<file path="src/tag_prio_pkg.sv">
package tag_prio_pkg;

  // ****************************************
  // Register offsets
  // ****************************************
  localparam logic [7:0] TAG_MAP_UPPER_ADDR = 8'h81;
  localparam logic [7:0] FOLD_CTRL_ADDR     = 8'h82;

  // ****************************************
  // Field positions
  // ****************************************
  localparam int unsigned PRIO_SEVEN_LSB = 6;
  localparam int unsigned PRIO_SIX_LSB   = 4;
  localparam int unsigned PRIO_FIVE_LSB  = 2;
  localparam int unsigned PRIO_FOUR_LSB  = 0;
  localparam int unsigned FOLD_SEL_LSB   = 6;

  // ****************************************
  // Reset values
  // ****************************************
  localparam logic [1:0] PRIO_SEVEN_RST    = 2'h3;
  localparam logic [1:0] PRIO_SIX_RST      = 2'h3;
  localparam logic [1:0] PRIO_FIVE_RST     = 2'h2;
  localparam logic [1:0] PRIO_FOUR_RST     = 2'h2;
  localparam logic [7:0] TAG_MAP_UPPER_RST = {PRIO_SEVEN_RST, PRIO_SIX_RST, PRIO_FIVE_RST, PRIO_FOUR_RST};
  localparam logic [7:0] FOLD_CTRL_RST     = 8'h00;

  // ****************************************
  // Tag values served by the upper map
  // ****************************************
  localparam logic [2:0] TAG_SEVEN = 3'h7;
  localparam logic [2:0] TAG_SIX   = 3'h6;
  localparam logic [2:0] TAG_FIVE  = 3'h5;
  localparam logic [2:0] TAG_FOUR  = 3'h4;

  // ****************************************
  // Carriers
  // ****************************************
  typedef struct packed {
    logic       valid;
    logic       from_tos;
    logic [2:0] tag;
    logic [1:0] tos_prio;
    logic [1:0] lower_prio;
  } cls_req_t;

  typedef struct packed {
    logic       valid;
    logic [1:0] prio;
    logic [1:0] queue;
  } cls_res_t;

  typedef struct packed {
    logic       wr;
    logic       rd;
    logic [7:0] addr;
    logic [7:0] wdata;
  } reg_req_t;

  typedef struct packed {
    logic       valid;
    logic [7:0] data;
  } reg_rsp_t;

endpackage : tag_prio_pkg

</file>
<file path="src/prio_queue_fold.sv">
module prio_queue_fold
  import tag_prio_pkg::*;
(
  // Inputs
  input  wire logic [1:0] i_prio,
  input  wire logic [1:0] i_fold_sel,
  input  wire logic       i_two_queue,
  // Output
  output logic      [1:0] o_queue
);

  logic high;

  always_comb begin
    case (i_prio)
      2'h0:    high = 1'b0;
      2'h1:    high = i_fold_sel[0];
      2'h2:    high = i_fold_sel[1];
      default: high = 1'b1;
    endcase
    // Four-queue mode passes the priority through untouched
    if (i_two_queue) begin
      o_queue = {1'b0, high};
    end else begin
      o_queue = i_prio;
    end
  end

endmodule : prio_queue_fold

</file>
<file path="src/tag_priority_queue_mapper.sv">
// Notes on behaviour
// - Tag 7 frames take a programmable 2-bit priority, reset value 3.
// - Tag 6 frames take their own programmable 2-bit priority, reset value 3.
// - Tag 5 frames take their own programmable 2-bit priority, reset value 2.
// - Tag 4 frames take their own programmable 2-bit priority, reset value 2.
// - Two-queue mode folds any 2-bit result into low or high by selection.
// - Result 0 always goes low, result 3 always high, in two-queue mode.
// - Result 1 goes high when selection bit 0 is set, else low.
// - Result 2 goes high when selection bit 1 is set, else low.
// - Selection 00: results 0, 1, 2 low, only 3 high.
// - Selection 11: result 0 low, results 1, 2, 3 high.
module tag_priority_queue_mapper
  import tag_prio_pkg::*;
(
  // Clock and reset
  input  wire logic              i_sys_clk,
  input  wire logic              i_reset,
  input  wire logic              i_clk_en,
  // Configuration
  input  wire logic              i_two_queue,
  // Register port
  input  tag_prio_pkg::reg_req_t i_reg,
  output tag_prio_pkg::reg_rsp_t o_reg,
  // Classification
  input  tag_prio_pkg::cls_req_t i_cls,
  output tag_prio_pkg::cls_res_t o_cls
);

  // ****************************************
  // State
  // ****************************************
  typedef struct packed {
    logic [7:0] tag_map_upper;
    logic [7:0] fold_ctrl;
    reg_rsp_t   rsp;
    cls_res_t   res;
  } state_t;

  state_t     state_r;
  state_t     state_nxt;
  logic [1:0] mapped_prio;
  logic [1:0] folded_queue;
  logic [1:0] fold_sel;

  // ****************************************
  // Helpers
  // ****************************************
  function automatic logic [1:0] field2(input logic [7:0] word, input int unsigned lsb);
    field2 = word[lsb +: 2];
  endfunction : field2

  function automatic logic [7:0] read_word(input logic [7:0] addr, input logic [7:0] map_w,
                                           input logic [7:0] fold_w);
    if (addr == TAG_MAP_UPPER_ADDR) begin
      read_word = map_w;
    end else if (addr == FOLD_CTRL_ADDR) begin
      read_word = fold_w;
    end else begin
      // Unmapped offsets read as zero
      read_word = 8'h00;
    end
  endfunction : read_word

  // ****************************************
  // Priority lookup
  // ****************************************
  // Uses the stored map only, so a write landing on the same edge
  // as a request reaches the next request, never half of this one
  always_comb begin
    if (i_cls.from_tos) begin
      mapped_prio = i_cls.tos_prio;
    end else begin
      case (i_cls.tag)
        TAG_SEVEN: mapped_prio = field2(state_r.tag_map_upper, PRIO_SEVEN_LSB);
        TAG_SIX:   mapped_prio = field2(state_r.tag_map_upper, PRIO_SIX_LSB);
        TAG_FIVE:  mapped_prio = field2(state_r.tag_map_upper, PRIO_FIVE_LSB);
        TAG_FOUR:  mapped_prio = field2(state_r.tag_map_upper, PRIO_FOUR_LSB);
        // Tags 0 to 3 are mapped by the neighbouring register
        default:   mapped_prio = i_cls.lower_prio;
      endcase
    end
    fold_sel = field2(state_r.fold_ctrl, FOLD_SEL_LSB);
  end

  // ****************************************
  // Queue fold
  // ****************************************
  prio_queue_fold u_fold (
    .i_prio      (mapped_prio),
    .i_fold_sel  (fold_sel),
    .i_two_queue (i_two_queue),
    .o_queue     (folded_queue)
  );

  // ****************************************
  // Next state
  // ****************************************
  always_comb begin
    state_nxt = state_r;
    // Register writes
    if (i_reg.wr) begin
      if (i_reg.addr == TAG_MAP_UPPER_ADDR) begin
        state_nxt.tag_map_upper = i_reg.wdata;
      end else if (i_reg.addr == FOLD_CTRL_ADDR) begin
        state_nxt.fold_ctrl = i_reg.wdata;
      end
    end
    // Read answer one cycle after the request, shows pre-write contents
    state_nxt.rsp.valid = i_reg.rd;
    if (i_reg.rd) begin
      state_nxt.rsp.data = read_word(i_reg.addr, state_r.tag_map_upper, state_r.fold_ctrl);
    end
    // Result is latched once; later writes never revisit it
    state_nxt.res.valid = i_cls.valid;
    if (i_cls.valid) begin
      state_nxt.res.prio  = mapped_prio;
      state_nxt.res.queue = folded_queue;
    end
  end

  // ****************************************
  // Registers
  // ****************************************
  always_ff @(posedge i_sys_clk) begin
    if (i_reset) begin
      state_r.tag_map_upper <= TAG_MAP_UPPER_RST;
      state_r.fold_ctrl     <= FOLD_CTRL_RST;
      state_r.rsp           <= '0;
      state_r.res           <= '0;
    end else if (i_clk_en) begin
      state_r <= state_nxt;
    end
  end

  // ****************************************
  // Outputs
  // ****************************************
  assign o_reg = state_r.rsp;
  assign o_cls = state_r.res;

endmodule : tag_priority_queue_mapper

</file>
<file path="config.mk">
export PLATFORM = sky130hd
export DESIGN_NAME = tag_priority_queue_mapper
export DESIGN_NICKNAME = d
export VERILOG_FILES = /design/src/tag_prio_pkg.sv /design/src/prio_queue_fold.sv /design/src/tag_priority_queue_mapper.sv
export SDC_FILE = /design/constraint.sdc
export NUM_CORES = 1
export LEC_CHECK = 0
export BUFFER_PORTS_ARGS = -buffer_cell sky130_fd_sc_hd__buf_2
export CAP_MARGIN = 20
export CORE_ASPECT_RATIO = 1.25
export CORE_UTILIZATION = 46
export DETAILED_ROUTE_END_ITERATION = 10
export PLACE_DENSITY = 0.75
export REMOVE_ABC_BUFFERS = 1
export SLEW_MARGIN = 10
export SYNTH_ARGS = -nofsm -noshare
export SYNTH_HDL_FRONTEND = slang
export SYNTH_SLANG_ARGS = --single-unit
</file>
<file path="constraint.sdc">
create_clock -name i_sys_clk -period 1.5 [get_ports i_sys_clk]
set_clock_uncertainty 0.15 [all_clocks]
set_input_delay 0.3 -clock i_sys_clk [delete_from_list [all_inputs] [get_ports i_sys_clk]]
set_output_delay 0.3 -clock i_sys_clk [all_outputs]
set_load 0.01 [all_outputs]
</file>
==> reports/results.tsv <==
stage	metric	value	unit
logic_synthesis	async_flop_share	0	
worst_setup_path	arrival	1530	ps
logic_synthesis	avgSynthCellArea	9.23	um2
clocking	path_clk_slew	90	ps
sta	fin_ws	30.9	ps
logic_synthesis	synth_cell_types	33	
sta	grt_setup_unrepaired	yes	
cells_and_area	finish.utilization	0.582	
global_routing	antenna_found_initial	0	
sta	timing.fmax	0.681	GHz
global_routing	overflow	0	
floorplanning	io_pins	45	
placement	place_ws	-234	ps
cells_and_area	drive_gt1_frac	0.348	
floorplanning	start_util	0.500	
worst_setup_path	critPathLaunchType	register	
floorplanning	dieWidth	53.3	um
sta	report.final.slew_viol_count	0	
floorplanning	fp.dieH	66.1	um
drt	wl_per_cell	13.9	um
sta	slew_headroom	0.759	
worst_setup_path	critical_path_class	register to register	
placement	dp_hpwl	2.61	mm
drt	first_iter_violations	34	
logic_synthesis	syn-instance-count	164	
placement	portBuffers	44	
clocking	cts_root_buf	clkbuf_4	
power	cellLeakagePower	0.813	nW
sta	finalSetupViolCount	0	
clocking	cts_tree	built	
cells_and_area	area_growth	16.4	%
logic_synthesis	yosysSeqAreaShare	0.397	
logic_synthesis	syn_area	1510	um2
clocking	htreeDepth	2	
placement	routabilityCongestion	0.818	
cells_and_area	fillers	288	
floorplanning	rows	22	
clocking	numCtsBuffers	5	
logic_synthesis	synth_edf_count	0	
job	maxCapViolCount	0	
cells_and_area	diodes	0	
sta	final.min_clock_period	1470	ps
logic_synthesis	synth_top_flop_cell	dfxtp_1	
drt	antenna_left	0	
drt	drc_errors	0	
drt	wl	3.35	mm
drt	dr.pass1.iters	4	
global_routing	grt_pass1_vias	1382	
drt	via_per_inst	5.35	
floorplanning	core_region_area	3030	um2
drt	vias	1283	
worst_hold_path	hold_class	input port to register	
global_routing	grt_pass1_wl	5.75	mm
power	vdd_drop_max	525	uV
sta	period_share	0.979	
power	p_per_area	838	nW/um2
sta	worst_pin_slew	361	ps
clocking	clock-sinks	30	
global_routing	grt_max_degree	17	
logic_synthesis	ys_ff_latch	30	
worst_setup_path	path_max_fanout	2	
worst_setup_path	required	1560	ps
worst_setup_path	critPathCaptureType	register	
cells_and_area	nets	234	
logic_synthesis	yosysWarningCount	0	
sta	finalHoldViolations	0	
cells_and_area	largest_reg_flops	14	
global_routing	grt_usage	0.226	
outcome	status	complete, no violations	
clocking	clockBufferDepth	2	
floorplanning	die_area	3530	um2
clocking	clock_latency	320	ps
[path summary, 6_finish.rpt]
kind	start	endpoint	slack, ps	cells past startpoint
max	state_r[27]	o_cls[0]	30	4
min	i_two_queue	o_cls[1]	40	2
max reg2reg	state_r[27]	o_cls[0]	30	4
min reg2reg	o_cls[3]	o_cls[3]	310	2
[cell families (layout without fill, tap and decap cells)]
kind of cell / count (synthesis) / count (layout) / share of synthesized area
and+or+nand+nor: 54 / 54 / 0.192
DFF: 30 / 30 / 0.397
muxes: 20 / 20 / 0.133
buffers and inverters: 26 / 66 / 0.121
AOI/OAI and AO/OA: 34 / 34 / 0.157
[Yosys cell counts, types with 2 or more instances]
cell type  count  area share
mux2i_1       19        0.13
nor3_1         2      0.0066
clkbuf_1       2      0.0050
nand2b_1       2      0.0083
buf_4         14       0.069
a21oi_1       15       0.050
buf_2          3      0.0099
inv_1          3      0.0074
nand2_1       18       0.045
nand3_1        9       0.030
a211oi_1       2      0.0099
nor2b_1        4       0.017
dfxtp_1       30        0.40
nor2_1        11       0.027
o31ai_1        2      0.0099
and2_1         4       0.017
a22o_1         8       0.046
[metal layers]
layer,track usage,part of all wire,vias to the layer above
li1,-,-,642
met1,0.247,0.39,603
met2,0.398,0.55,31
met3,0.0506,0.042,7
met4,0.105,0.019,0
met5,0,0,-
[worst max-delay path, cell delays in order, from the launching register on]
cell and delay [ps]:
dfxtp_2 330, mux2_4 270, a221o_1 330, o2111ai_2 170, o22ai_1 90
[where the power goes]
group          internal (mW)  total, mW  leakage (nW)  switching [mW]
sequential             0.805      0.809         0.242         0.00413
clock                  0.227      0.489        0.0353           0.262
combinational         0.0829      0.179         0.536          0.0965
total                   1.11       1.48         0.813           0.363
[cells in the final DEF (no fill, tap or decap), types with 2 or more instances in the layout]
cell type	netlist	routed
buf_2	3	44
and2_1	4	4
nor2_1	11	11
mux2i_1	19	19
a22o_1	8	8
o31ai_1	2	2
nand2_1	18	18
inv_1	3	3
nor2b_1	4	4
clkbuf_4	0	5
dfxtp_1	30	29
a21oi_1	15	15
nand3_1	9	9
a211oi_1	2	2
nand2b_1	2	2
buf_4	14	11
[what timing repair did]
item | in CTS | in global routing
setup endpoints to repair | 3 | 3
buffers inserted | 0 | 1
hold buffers | 0 | 0
pin swaps | 2 | 0
resized for setup | 2 | 2
[through the flow]
| stage | area [um2] | power, mW | TNS [ps] | hold WS [ps] | instances |
|---|---|---|---|---|---|
| CTS | 1750 | 1.49 | 0 | 41.4 | 239 |
| finish | 1760 | 1.48 | 0 | 43.3 | 240 |
| global route | 1760 | 1.54 | -29.7 | 60.4 | 240 |
| floorplan | 1340 | 0.898 | -532 | 219 | 141 |
| detailed placement | 1680 | 1.00 | -3540 | 299 | 231 |
| global placement | 1680 | 0.996 | -2500 | 293 | 231 |
[final cells by class]
class / instances / area [um2] / share of cell area
timing repair buffer: 55 / 303 / 0.172
sequential: 30 / 602 / 0.341
clock inverter: 1 / 5.00 / 0.00284
multi-input combinational: 108 / 742 / 0.421
tap: 36 / 45.0 / 0.0256
clock buffer: 7 / 55.1 / 0.0312
inverter: 3 / 11.3 / 0.00639
(Power assumes the default switching activity.)
